===== src/touch_adc_pkg.sv =====
// Shared constants and types of the touch screen converter control block
package touch_adc_pkg;

	// ----------------------------------------------------------------
	// Serial frame timing, counted in serial clock rising edges
	// ----------------------------------------------------------------
	localparam logic [3:0] CMD_BITS = 4'h7; // Command bits after the start bit
	localparam logic [3:0] ACQ_LEN = 4'h3; // Acquisition clocks after the command
	localparam logic [3:0] RES_FULL = 4'hC; // Decisions in 12-bit mode
	localparam logic [3:0] RES_SHORT = 4'h8; // Decisions in 8-bit mode

	// ----------------------------------------------------------------
	// Command byte field positions (after the start bit)
	// ----------------------------------------------------------------
	localparam int CMD_SEL_MSB = 6; // Channel selector, bit 2
	localparam int CMD_SEL_LSB = 4; // Channel selector, bit 0
	localparam int CMD_MODE8 = 3; // High selects 8-bit conversion
	localparam int CMD_SER = 2; // High selects single-ended reference
	localparam int CMD_PD1 = 1; // Reference power bit
	localparam int CMD_PD0 = 0; // Converter power bit

	// ----------------------------------------------------------------
	// Reset values
	// ----------------------------------------------------------------
	localparam logic [6:0] CMD_RST = 7'h00; // All off, differential, 12-bit
	localparam logic [11:0] CODE_RST = 12'h000; // Cleared code
	localparam logic [11:0] SAR_MSB = 12'h800; // First trial value
	localparam logic REF_ON_RST = 1'b0; // Internal reference off

	// ----------------------------------------------------------------
	// Channel selector values
	// ----------------------------------------------------------------
	localparam logic [2:0] SEL_TEMP_LO = 3'h0;
	localparam logic [2:0] SEL_Y_POS = 3'h1;
	localparam logic [2:0] SEL_BATTERY = 3'h2;
	localparam logic [2:0] SEL_Z1 = 3'h3;
	localparam logic [2:0] SEL_Z2 = 3'h4;
	localparam logic [2:0] SEL_X_POS = 3'h5;
	localparam logic [2:0] SEL_AUX = 3'h6;
	localparam logic [2:0] SEL_TEMP_HI = 3'h7;

	// ----------------------------------------------------------------
	// Positive converter input and reference source codes
	// ----------------------------------------------------------------
	localparam logic [2:0] IN_TEMP = 3'h0;
	localparam logic [2:0] IN_XP = 3'h1;
	localparam logic [2:0] IN_BAT = 3'h2;
	localparam logic [2:0] IN_YN = 3'h3;
	localparam logic [2:0] IN_YP = 3'h4;
	localparam logic [2:0] IN_AUX = 3'h5;
	localparam logic [2:0] REF_VREF = 3'h0;
	localparam logic [2:0] REF_GND = 3'h1;
	localparam logic [2:0] REF_YP = 3'h2;
	localparam logic [2:0] REF_YN = 3'h3;
	localparam logic [2:0] REF_XP = 3'h4;
	localparam logic [2:0] REF_XN = 3'h5;

	// Frame controller states
	typedef enum logic [2:0] {
		ST_IDLE = 3'b000,
		ST_CMD = 3'b001,
		ST_ACQ = 3'b010,
		ST_CONV = 3'b011,
		ST_TAIL = 3'b100
	} frame_state_e;

endpackage


===== src/mux_route_decode.sv =====
// Channel selector decode into panel drivers, input mux and reference routing
`timescale 1ns/1ns
`default_nettype none

module mux_route_decode (
	input wire logic [2:0] sel,
	input wire logic single_ended,
	input wire logic drv_en,
	input wire logic acq,
	output logic xp_on,
	output logic xm_on,
	output logic yp_on,
	output logic ym_on,
	output logic [2:0] mux_in,
	output logic [2:0] ref_pos,
	output logic [2:0] ref_neg,
	output logic diode_lo,
	output logic diode_hi,
	output logic bat_div
);

	// ----------------------------------------------------------------
	// Routing table
	// ----------------------------------------------------------------
	// Drivers follow drv_en, bias loads follow acq only
	always_comb begin
		xp_on = 1'b0;
		xm_on = 1'b0;
		yp_on = 1'b0;
		ym_on = 1'b0;
		mux_in = touch_adc_pkg::IN_AUX;
		ref_pos = touch_adc_pkg::REF_VREF;
		ref_neg = touch_adc_pkg::REF_GND;
		diode_lo = 1'b0;
		diode_hi = 1'b0;
		bat_div = 1'b0;
		case (sel)
			touch_adc_pkg::SEL_TEMP_LO: begin
				mux_in = touch_adc_pkg::IN_TEMP;
				diode_lo = acq;
			end
			touch_adc_pkg::SEL_Y_POS: begin
				mux_in = touch_adc_pkg::IN_XP;
				yp_on = drv_en;
				ym_on = drv_en;
				if (!single_ended) begin
					ref_pos = touch_adc_pkg::REF_YP;
					ref_neg = touch_adc_pkg::REF_YN;
				end
			end
			touch_adc_pkg::SEL_BATTERY: begin
				mux_in = touch_adc_pkg::IN_BAT;
				bat_div = acq; // Divider draws current, so only while sampling
			end
			touch_adc_pkg::SEL_Z1, touch_adc_pkg::SEL_Z2: begin
				mux_in = (sel == touch_adc_pkg::SEL_Z1) ? touch_adc_pkg::IN_XP : touch_adc_pkg::IN_YN;
				xm_on = drv_en;
				yp_on = drv_en;
				if (!single_ended) begin
					ref_pos = touch_adc_pkg::REF_YP;
					ref_neg = touch_adc_pkg::REF_XN;
				end
			end
			touch_adc_pkg::SEL_X_POS: begin
				mux_in = touch_adc_pkg::IN_YP;
				xp_on = drv_en;
				xm_on = drv_en;
				if (!single_ended) begin
					ref_pos = touch_adc_pkg::REF_XP;
					ref_neg = touch_adc_pkg::REF_XN;
				end
			end
			touch_adc_pkg::SEL_AUX: begin
				mux_in = touch_adc_pkg::IN_AUX;
			end
			touch_adc_pkg::SEL_TEMP_HI: begin
				mux_in = touch_adc_pkg::IN_TEMP;
				diode_hi = acq;
			end
			default: begin
				mux_in = touch_adc_pkg::IN_AUX;
			end
		endcase
	end

endmodule

`default_nettype wire


===== src/touch_adc_ctrl.sv =====
// Serial command, conversion sequencing and routing control of the touch converter
//
// Contract
// - Serial output changes on clock falling edges
// - Chip select high floats data and busy
// - Input bit captured on rising edge, select low
// - Select high powers converter down
// - Host serial clock steps whole conversion
// - Selector and reference mode come serially
// - Single-ended temp, battery, aux: drivers off
// - Single-ended position and pressure driver settings
// - Differential mode references from driven pins
// - Reference power bit switches internal reference
// - Straight binary code, span over 4096
// - Eight-clock exchanges, 24 clocks per conversion
// - Diode bias only during acquisition
// - Converter power bit keeps drivers on
`timescale 1ns/1ns
`default_nettype none

module touch_adc_ctrl (
	input wire logic clk,
	input wire logic sys_rst,
	input wire logic clk_en,
	input wire logic conv_serial_clock,
	input wire logic chip_sel_n,
	input wire logic serial_in,
	input wire logic cmp_high,
	output logic serial_out,
	output logic serial_out_oe,
	output logic conv_busy,
	output logic conv_busy_oe,
	output logic xp_drv_on,
	output logic xm_drv_on,
	output logic yp_drv_on,
	output logic ym_drv_on,
	output logic [2:0] mux_in_sel,
	output logic [2:0] ref_pos_sel,
	output logic [2:0] ref_neg_sel,
	output logic ref_mode_single_ended,
	output logic internal_ref_on,
	output logic adc_powered,
	output logic sample_hold,
	output logic diode_low_current,
	output logic diode_high_current,
	output logic battery_divider_on,
	output logic [11:0] dac_trial,
	output logic [11:0] result_code,
	output logic result_valid
);

	// ----------------------------------------------------------------
	// Helpers
	// ----------------------------------------------------------------
	// Number of decisions for the latched resolution bit
	function automatic logic [3:0] res_len(input logic mode8);
		res_len = mode8 ? touch_adc_pkg::RES_SHORT : touch_adc_pkg::RES_FULL;
	endfunction

	// ----------------------------------------------------------------
	// Serial clock edge detection
	// ----------------------------------------------------------------
	logic conv_serial_clock_q; // Last sample of the host serial clock
	logic conv_serial_clock_rise; // Host clock rose this cycle
	logic conv_serial_clock_fall; // Host clock fell this cycle

	// No internal conversion clock: every step waits for a host edge
	assign conv_serial_clock_rise = conv_serial_clock & ~conv_serial_clock_q;
	assign conv_serial_clock_fall = ~conv_serial_clock & conv_serial_clock_q;

	// ----------------------------------------------------------------
	// Frame controller state
	// ----------------------------------------------------------------
	touch_adc_pkg::frame_state_e state_q, state_d;
	logic [3:0] cnt_q, cnt_d; // Edge count within the current phase
	logic [6:0] shift_q, shift_d; // Incoming command bits
	logic [6:0] cmd_q, cmd_d; // Latched command
	logic [6:0] cmd_next; // Shift register with the current input bit
	logic [11:0] sar_q, sar_d; // Successive approximation register
	logic [11:0] result_q, result_d; // Last finished code
	logic rvalid_q, rvalid_d; // One-cycle result strobe
	logic dec_bit_q, dec_bit_d; // Last decided bit
	logic pend_q, pend_d; // Decided bit still to be shifted out
	logic out_q, out_d; // Serial output bit
	logic busy_q, busy_d; // Conversion busy flag
	logic ref_on_q, ref_on_d; // Internal reference enable
	logic [3:0] idx; // Bit under decision

	assign cmd_next = {shift_q[5:0], serial_in};

	// Next-state logic of the frame controller
	always_comb begin
		state_d = state_q;
		cnt_d = cnt_q;
		shift_d = shift_q;
		cmd_d = cmd_q;
		sar_d = sar_q;
		result_d = result_q;
		rvalid_d = 1'b0;
		dec_bit_d = dec_bit_q;
		pend_d = pend_q;
		out_d = out_q;
		busy_d = busy_q;
		ref_on_d = ref_on_q;
		idx = 4'hB - cnt_q;
		if (chip_sel_n) begin
			// Deselect aborts any frame; the latched command survives
			state_d = touch_adc_pkg::ST_IDLE;
			cnt_d = 4'h0;
			pend_d = 1'b0;
			out_d = 1'b0;
			busy_d = 1'b0;
		end else if (conv_serial_clock_rise) begin
			case (state_q)
				touch_adc_pkg::ST_IDLE, touch_adc_pkg::ST_TAIL: begin
					// A high bit starts a command, also overlapping a tail
					if (serial_in) begin
						state_d = touch_adc_pkg::ST_CMD;
						cnt_d = 4'h0;
					end
				end
				touch_adc_pkg::ST_CMD: begin
					shift_d = cmd_next;
					if (cnt_q == touch_adc_pkg::CMD_BITS - 4'h1) begin
						cmd_d = cmd_next;
						ref_on_d = cmd_next[touch_adc_pkg::CMD_PD1];
						state_d = touch_adc_pkg::ST_ACQ;
						cnt_d = 4'h0;
					end else begin
						cnt_d = cnt_q + 4'h1;
					end
				end
				touch_adc_pkg::ST_ACQ: begin
					if (cnt_q == touch_adc_pkg::ACQ_LEN - 4'h1) begin
						state_d = touch_adc_pkg::ST_CONV;
						cnt_d = 4'h0;
						sar_d = touch_adc_pkg::SAR_MSB;
					end else begin
						cnt_d = cnt_q + 4'h1;
					end
				end
				touch_adc_pkg::ST_CONV: begin
					// Keep the trial bit when the input is at or above it
					sar_d[idx] = cmp_high;
					dec_bit_d = cmp_high;
					pend_d = 1'b1;
					if (cnt_q == res_len(cmd_q[touch_adc_pkg::CMD_MODE8]) - 4'h1) begin
						state_d = touch_adc_pkg::ST_TAIL;
						result_d = sar_d; // Straight binary, no offset
						rvalid_d = 1'b1;
					end else begin
						sar_d[idx - 4'h1] = 1'b1;
						cnt_d = cnt_q + 4'h1;
					end
				end
				default: begin
					state_d = touch_adc_pkg::ST_IDLE;
				end
			endcase
		end else if (conv_serial_clock_fall) begin
			// Busy covers acquisition up to the first data bit
			busy_d = (state_q == touch_adc_pkg::ST_ACQ) || (state_q == touch_adc_pkg::ST_CONV && !pend_q);
			out_d = pend_q & dec_bit_q;
			pend_d = 1'b0;
		end
	end

	// Registers of the frame controller; clk_en freezes everything
	always_ff @(posedge clk) begin
		if (sys_rst) begin
			conv_serial_clock_q <= 1'b0;
			state_q <= touch_adc_pkg::ST_IDLE;
			cnt_q <= 4'h0;
			shift_q <= touch_adc_pkg::CMD_RST;
			cmd_q <= touch_adc_pkg::CMD_RST;
			sar_q <= touch_adc_pkg::CODE_RST;
			result_q <= touch_adc_pkg::CODE_RST;
			rvalid_q <= 1'b0;
			dec_bit_q <= 1'b0;
			pend_q <= 1'b0;
			out_q <= 1'b0;
			busy_q <= 1'b0;
			ref_on_q <= touch_adc_pkg::REF_ON_RST;
		end else if (clk_en) begin
			conv_serial_clock_q <= conv_serial_clock;
			state_q <= state_d;
			cnt_q <= cnt_d;
			shift_q <= shift_d;
			cmd_q <= cmd_d;
			sar_q <= sar_d;
			result_q <= result_d;
			rvalid_q <= rvalid_d;
			dec_bit_q <= dec_bit_d;
			pend_q <= pend_d;
			out_q <= out_d;
			busy_q <= busy_d;
			ref_on_q <= ref_on_d;
		end
	end

	// ----------------------------------------------------------------
	// Routing and power outputs
	// ----------------------------------------------------------------
	logic drv_en; // Panel drivers allowed on
	logic acq; // Acquisition phase in progress
	logic xp_w, xm_w, yp_w, ym_w, dlo_w, dhi_w, bat_w; // Decoder results
	logic [2:0] mux_w, rpos_w, rneg_w; // Decoder routing codes
	logic [17:0] route_q, route_d; // Registered routing bundle
	logic oe_q, oe_d; // Pin drive enable
	logic pwr_q, pwr_d; // Converter powered

	// Drivers stay on between conversions when the power bit is set
	assign drv_en = (state_q == touch_adc_pkg::ST_ACQ) || (state_q == touch_adc_pkg::ST_CONV)
		|| cmd_q[touch_adc_pkg::CMD_PD0];
	assign acq = (state_q == touch_adc_pkg::ST_ACQ);

	// Decoder reads only the latched command
	mux_route_decode u_decode (
		.sel(cmd_q[touch_adc_pkg::CMD_SEL_MSB:touch_adc_pkg::CMD_SEL_LSB]),
		.single_ended(cmd_q[touch_adc_pkg::CMD_SER]),
		.drv_en(drv_en),
		.acq(acq),
		.xp_on(xp_w),
		.xm_on(xm_w),
		.yp_on(yp_w),
		.ym_on(ym_w),
		.mux_in(mux_w),
		.ref_pos(rpos_w),
		.ref_neg(rneg_w),
		.diode_lo(dlo_w),
		.diode_hi(dhi_w),
		.bat_div(bat_w)
	);

	// Next values of the pin-facing outputs
	always_comb begin
		route_d = {xp_w, xm_w, yp_w, ym_w, mux_w, rpos_w, rneg_w, dlo_w, dhi_w, bat_w, acq,
			cmd_q[touch_adc_pkg::CMD_SER]};
		oe_d = !chip_sel_n;
		// Deselect powers the converter down; the power bit keeps it up between frames
		pwr_d = !chip_sel_n && ((state_d != touch_adc_pkg::ST_IDLE && state_d != touch_adc_pkg::ST_TAIL)
			|| cmd_d[touch_adc_pkg::CMD_PD0]);
	end

	// Output registers
	always_ff @(posedge clk) begin
		if (sys_rst) begin
			route_q <= 18'h00000;
			oe_q <= 1'b0;
			pwr_q <= 1'b0;
		end else if (clk_en) begin
			route_q <= route_d;
			oe_q <= oe_d;
			pwr_q <= pwr_d;
		end
	end

	assign {xp_drv_on, xm_drv_on, yp_drv_on, ym_drv_on} = route_q[17:14];
	assign mux_in_sel = route_q[13:11];
	assign ref_pos_sel = route_q[10:8];
	assign ref_neg_sel = route_q[7:5];
	assign {diode_low_current, diode_high_current, battery_divider_on} = route_q[4:2];
	assign sample_hold = route_q[1];
	assign ref_mode_single_ended = route_q[0];
	assign serial_out = out_q;
	assign conv_busy = busy_q;
	assign serial_out_oe = oe_q;
	assign conv_busy_oe = oe_q;
	assign internal_ref_on = ref_on_q;
	assign adc_powered = pwr_q;
	assign dac_trial = sar_q;
	assign result_code = result_q;
	assign result_valid = rvalid_q;

	// ----------------------------------------------------------------
	// Assertions
	// ----------------------------------------------------------------
	logic [4:0] rise_cnt_q; // Rising edges since the start bit
	logic latch_cmd; // Command latched on this edge

	assign latch_cmd = clk_en && !chip_sel_n && conv_serial_clock_rise && state_q == touch_adc_pkg::ST_CMD
		&& cnt_q == touch_adc_pkg::CMD_BITS - 4'h1;

	always_ff @(posedge clk) begin
		if (sys_rst) begin
			rise_cnt_q <= 5'h00;
		end else if (clk_en && conv_serial_clock_rise) begin
			rise_cnt_q <= (state_q == touch_adc_pkg::ST_IDLE || state_q == touch_adc_pkg::ST_TAIL) ?
				5'h01 : rise_cnt_q + 5'h01;
		end
	end
endmodule

`default_nettype wire


===== config.mk =====
export PLATFORM = sky130hd
export DESIGN_NAME = touch_adc_ctrl
export DESIGN_NICKNAME = d
export VERILOG_FILES = /design/src/touch_adc_pkg.sv /design/src/mux_route_decode.sv /design/src/touch_adc_ctrl.sv
export SDC_FILE = /design/constraint.sdc
export NUM_CORES = 1
export LEC_CHECK = 0
export ABC_AREA = 1
export BUFFER_PORTS_ARGS = -buffer_cell sky130_fd_sc_hd__buf_2
export CAP_MARGIN = 0
export CORE_MARGIN = 3
export CORE_UTILIZATION = 55
export CTS_CLUSTER_SIZE = 25
export DETAILED_ROUTE_END_ITERATION = 8
export PLACE_DENSITY = 0.78
export SLEW_MARGIN = 20
export SYNTH_ARGS = -nofsm -noshare
export SYNTH_HDL_FRONTEND = slang
export SYNTH_HIERARCHICAL = 1
export SYNTH_SLANG_ARGS = --single-unit

===== constraint.sdc =====
create_clock -name clk -period 2.6 [get_ports clk]
set_clock_uncertainty 0.2 [all_clocks]
set_input_delay 0.52 -clock clk [delete_from_list [all_inputs] [get_ports clk]]
set_output_delay 0.52 -clock clk [all_outputs]
set_load 0.05 [all_outputs]

# After elaboration in Yosys (flattened, before gate mapping)
# Cells that the tools add are included.
# word_totals
ff_bits	71
latch_bits	0
ram_bits	0
rom_bits	0
in_bits	7
out_inout_bits	49
wordCells	140
n_memories	0
# classes
add_sub_neg	4
multipliers	0
n_div	0
order_cmp	4
n_eq_ne	20
shift	0
n_mux	56
bitwise	7
n_reduce_logical	32
# op_table
op	count
two-way mux 1 bit	27
two-way mux 3 bit	9
two-way mux 12 bit	2
two-way mux 4 bit	6
case mux 12 bit (2 select lines)	1
AND reduction 5 bit	4
case mux 3 bit (6 select lines)	1
case mux 4 bit (4 select lines)	1
equality test 3 bit (second input constant)	5
bitwise mux 12 bit	1
equality test 3 x 2 -> 1 bit (second input constant)	4
bitwise OR 12 bit	1
case mux 3 bit (2 select lines)	2
case mux 3 bit (4 select lines)	1
less-than comparator 4 x 5 -> 1 bit (second input constant)	2
inequality test 3 bit (second input constant)	3
demux 1 bit (select 4 bit)	2
greater-or-equal comparator 4 x 1 -> 1 bit (second input constant)	2
AND reduction 4 bit	2
subtractor 4 x 1 -> 4 bit (second input constant)	2
equality test 3 x 1 -> 1 bit (second input constant)	2
logical NOT 3 bit	2
two-way mux 2 bit	3
AND reduction 3 bit	2
17 further kinds	36

# Depth between registers and ports, before layout
# logic_depth
ltp_word	11
mapped_depth	13
ltp_nobuf	12

# By module
# Netlist, hierarchy kept.
# by_module_without_submodules
mod	n_inst	cells_each	area_per_inst_um2	seq_area_each_um2
touch_adc_ctrl	1	440	3234.4	1401.3
mux_route_decode	1	38	165.2	0.0

# Least setup slack after synthesis
# OpenSTA, ideal clock, no wires.
# synth_path
path_type	input-to-reg
start	in clk_en
end	reg sar_q[0], in the netlist dac_trial[0]
setup_ns	0.132
t_arrival_ns	1.476
required_ns	2.268
path_slack_ns	0.792
stages	11
path_buffers	2
cell_sequence	buf_4 inv_4 nor2_4 inv_2 nor2_4 inv_4 a21oi_1 inv_1 buf_2 nand2_1 a21oi_1
# synth_via
elab_chain_cells	1
# synth_lines
element	line_no	text
from (decl)	touch_adc_ctrl.sv:24	input wire logic clk_en,
AND reduction 5 bit (no line)	--	
to (signal assigned)	touch_adc_ctrl.sv:176	sar_q <= touch_adc_pkg::CODE_RST;
to (signal assigned)	touch_adc_ctrl.sv:190	sar_q <= sar_d;
to (decl)	touch_adc_ctrl.sv:79	logic [11:0] sar_q, sar_d;
# Every way passes these cells.
# A chain may end at the register's enable or synchronous reset.

# Worst setup path in the final report
# layout_path
start	reg cnt_q[1]
end	reg result_q[1], in the netlist result_code[1]
# layout_via
elab_chain_cells	6
elab_cells_between_ends	9
classes_between	1 x add/sub; 2 x order compare; 1 x eq/ne; 3 x mux; 2 x reduce/logical
# layout_lines
element	line_no	text
from (decl)	touch_adc_ctrl.sv:75	logic [3:0] cnt_q, cnt_d;
from (signal assigned)	touch_adc_ctrl.sv:187	cnt_q <= cnt_d;
subtractor 4 bit	touch_adc_ctrl.sv:105	idx = 4'hB - cnt_q;
less-than comparator 4 x 5 -> 1 bit (implied by the code) or greater-or-equal comparator 4 x 1 -> 1 bit (tied branches)	touch_adc_ctrl.sv:144	sar_d[idx] = cmp_high;
logical AND 1 bit (implied by the code)	touch_adc_ctrl.sv:144	
two-way mux 1 bit (implied by the code)	touch_adc_ctrl.sv:144	
demux 1 bit (select 4 bit)	touch_adc_ctrl.sv:144	
bitwise mux 12 bit	touch_adc_ctrl.sv:144	
to (signal assigned)	touch_adc_ctrl.sv:177	result_q <= touch_adc_pkg::CODE_RST;
to (signal assigned)	touch_adc_ctrl.sv:191	result_q <= result_d;
to (decl)	touch_adc_ctrl.sv:80	logic [11:0] result_q, result_d;
# Parallel ways exist; a longest one is shown, timed or not.

==> flow_summary.yaml <==
run_status:
  status: "finished, final reports clean"
setup_path:
  critPathTopFamily: "simple AND/OR/NAND/NOR gates"
  critPathArrivalTime_ns: 2.20
  critical_path_peak_fanout: 19
  critical_path.n_buffers_inverters: 1
  critical_path_top_delay_cell: "sky130_fd_sc_hd__ha_1"
  start_kind: "flip-flop"
  cp_slowest_stage_delay_ns: 0.49
  endpoint_kind: "flip-flop"
  timing.critical_path.mode_cell: "sky130_fd_sc_hd__nor2_1"
  worstPathCellList: "ha_1, nand4_4, nor2_4, inv_1, nor2_1, nor2_1"
  timing.setup.critical_path_class: "reg -> reg"
  required_ns: 2.66
drt:
  postRouteWirelength_um: 8560
  drt_pre_antenna_iters: 5
  drtAntennaViolNets: 0
  route.detailed.drc: 0
  met2_wirelength_um: 3950
  top_layer: "met4"
  vias: 3319
  routedWlPerCell_um: 14.1
  m1WireLength_um: 3680
  via_count_normalized_by_instance_count: 5.48
  wl_met3_um: 671
  detailedRoute.firstIterationViolations: 262
cts:
  clkSinkCount: 70
  clk_path_buf_depth: 2
  clockRootBuffer: "sky130_fd_sc_hd__clkbuf_8"
  cts-buffers-inserted: 9
  clkLatencyLatePin_ns: 0.35
  hold_fix_buffers_at_cts: 0
  post_cts.repair.setup_buffers: 0
  cts.reportedPaths.clkPinSlew_ns: 0.08
  ctsResizeCount: 0
  clock_tree_from_tritoncts: "yes"
  cts_max_level: 3
timing:
  setup_repair_after_global_routing_missed_its_margin: "no"
  final-setup-viol-count: 0
  period_share_pct: 82.5
  finalCriticalPeriod_ns: 2.14
  worstMarginPinSlew_ns: 0.586
  slew_violations: 0
  tns_ns: 0
  postLayoutSetupSlackWorst_ns: 0.456
  max_slew_margin_pct: 60.9
  fin_hold_ws_ns: 0.270
  achievable-frequency_mhz: 466
  timing_hold_violations_final: 0
global_route:
  wire_length_of_the_first_global_routing_pass_um: 14300
  grtUsageTotal_pct: 24.8
  first_global_vias: 3186
  antenna_found_initial: 0
  grt_overflow: 0
  maximum_number_of_pins_on_one_net_before_global_route_repair: 27
synthesis:
  syn-cell-area_um2: 3400
  ys_seq_elements: 70
  post_synth_inst_count: 478
  synth_area_per_cell_um2: 7.11
  yosys_warnings: 6
  ys_async_sr_fraction_pct: 0
  number_of_distinct_library_cells_after_synthesis: 32
  syn_nets: 496
  synth-edff-count: 0
  primary_ff_master_synth: "sky130_fd_sc_hd__dfxtp_1"
  yosysSeqAreaShare_pct: 41.2
floorplanning:
  fp.dieH_um: 84.6
  floorplan.die_area_um2: 7160
  initial_core_util_pct: 57.1
  row_count: 28
  placeableCoreArea_um2: 5960
  ios: 56
  die_width_um: 84.6
placement:
  place.port_buffers: 55
  placed_cells: 590
  post-place-ws_ns: 0.468
  dp_hpwl_um: 6200
  placed_area_um2: 3690
  final_weighted_congestion_in_routability_driven_placement: 0.979
cells_and_area:
  antenna-diode-count: 0
  final_layout_size_suffix_gt1_share_pct: 17.5
  number_of_non_filler_instances_in_the_completed_layout: 606
  layout.core_utilization_pct: 65.3
  final_area_um2: 3890
  num-fill-cells: 539
  finish.net_count: 544
  layout-area-overhead-vs-synth_pct: 14.4
power:
  power_density_nw_per_um2: 577
  total_leakage_power_nw: 1.75
  power.ir.vdd_worst_v: 0.000373
  totalPowerFinal_mw: 2.24
flow_run:
  max_cap_violations: 0
min_path:
  hold_path.class: "reg -> reg"
## routing by layer
| layer | vias to the layer above | global-route usage (%) |
|---|---|---|
| li1 | 1673 | - |
| met1 | 1463 | 30.5 |
| met2 | 155 | 40.3 |
| met3 | 28 | 5.20 |
| met4 | 0 | 13.8 |
| met5 | - | 0 |
## Yosys cell counts, types with 2 or more instances
cell | instances | area [µm²]
sky130_fd_sc_hd__a211oi_1 | 6 | 45.0
sky130_fd_sc_hd__a21oi_1 | 50 | 250
sky130_fd_sc_hd__a31oi_1 | 11 | 68.8
sky130_fd_sc_hd__buf_2 | 3 | 15.0
sky130_fd_sc_hd__buf_4 | 5 | 37.5
sky130_fd_sc_hd__clkbuf_1 | 13 | 48.8
sky130_fd_sc_hd__conb_1 | 2 | 7.51
sky130_fd_sc_hd__dfxtp_1 | 70 | 1400
sky130_fd_sc_hd__ha_1 | 11 | 138
sky130_fd_sc_hd__inv_1 | 40 | 150
sky130_fd_sc_hd__inv_2 | 3 | 11.3
sky130_fd_sc_hd__inv_4 | 2 | 12.5
sky130_fd_sc_hd__nand2_1 | 68 | 255
sky130_fd_sc_hd__nand2_2 | 2 | 12.5
sky130_fd_sc_hd__nand3_1 | 19 | 95.1
sky130_fd_sc_hd__nand4_1 | 4 | 25.0
sky130_fd_sc_hd__nor2_1 | 86 | 323
sky130_fd_sc_hd__nor2_4 | 5 | 56.3
sky130_fd_sc_hd__nor3_1 | 3 | 15.0
sky130_fd_sc_hd__o211ai_1 | 2 | 15.0
sky130_fd_sc_hd__o21ai_0 | 54 | 270
sky130_fd_sc_hd__o21ai_1 | 8 | 40.0
sky130_fd_sc_hd__xnor2_1 | 2 | 17.5
## power breakdown
group	leakage (nW)	switching, mW	total (mW)	internal (mW)
Sequential	0.568	0.0143	1.11	1.09
Combinational	1.08	0.189	0.253	0.0642
Clock	0.0996	0.437	0.882	0.446
## sequential cells by signal, summed over array words and instances (netlist names), 3 cells and up
register     cells
shift_q          6
state_q          3
cmd_q            7
cnt_q            4
route_q         18
result_code     12
dac_trial       12
## final timing paths
check                   endpoint  startpoint  cells past startpoint  slack [ns]
setup reg to reg  result_code[1]    cnt_q[1]                      6        0.46
setup / recovery  result_code[1]    cnt_q[1]                      6        0.46
hold reg to reg       shift_q[5]  shift_q[5]                      2        0.27
hold / removal        shift_q[5]  shift_q[5]                      2        0.27
## layout by cell type, fill, tap and decap left out, types with 2 or more instances in the layout
cell,count
sky130_fd_sc_hd__o211ai_1,2
sky130_fd_sc_hd__nand4_1,4
sky130_fd_sc_hd__a31oi_1,11
sky130_fd_sc_hd__nand2_1,68
sky130_fd_sc_hd__o21ai_1,8
sky130_fd_sc_hd__o21ai_0,54
sky130_fd_sc_hd__nor2_1,86
sky130_fd_sc_hd__xnor2_1,2
sky130_fd_sc_hd__inv_2,3
sky130_fd_sc_hd__nand3_1,19
sky130_fd_sc_hd__buf_4,5
sky130_fd_sc_hd__clkinv_4,2
sky130_fd_sc_hd__inv_1,40
sky130_fd_sc_hd__nor2_4,5
sky130_fd_sc_hd__dfxtp_1,70
sky130_fd_sc_hd__a21oi_1,50
sky130_fd_sc_hd__clkbuf_8,9
sky130_fd_sc_hd__conb_1,2
sky130_fd_sc_hd__nor3_1,3
sky130_fd_sc_hd__nand2_2,2
sky130_fd_sc_hd__clkinv_2,3
sky130_fd_sc_hd__inv_4,2
sky130_fd_sc_hd__ha_1,11
sky130_fd_sc_hd__buf_2,55
sky130_fd_sc_hd__a211oi_1,6
## final cells by class
cell class                      instances  area, µm²  area share (%)
Clock buffer                            9        124            3.19
Clock inverter                          7       73.8            1.90
Inverter                               46        179            4.60
Multi-Input combinational cell        339       1700            43.8
Sequential cell                        70       1400            36.0
Tap cell                               75       93.8            2.41
Timing Repair Buffer                   60        313            8.05
## worst register-to-register path, delay by kind of cell (launching register included)
kind          cells  cell delay, ns
simple gates      4            0.73
fa+ha+maj         1            0.49
flops             1            0.43
buf+inv           1            0.21
## cells by family (layout without fill, tap and decap cells)
| group | count (synthesis) | after routing | synth area share, % |
|---|---|---|---|
| AOI/OAI and AO/OA | 132 | 132 | 20.5 |
| adders and majority gates | 11 | 11 | 4.05 |
| xor gates and xnor gates | 2 | 2 | 0.515 |
| and+or+nand+nor | 192 | 192 | 24.8 |
| other | 2 | 2 | 0.221 |
| buffers and inverters | 69 | 122 | 8.69 |
| DFF | 70 | 70 | 41.2 |
No activity file was read; power rests on OpenSTA's default activity.
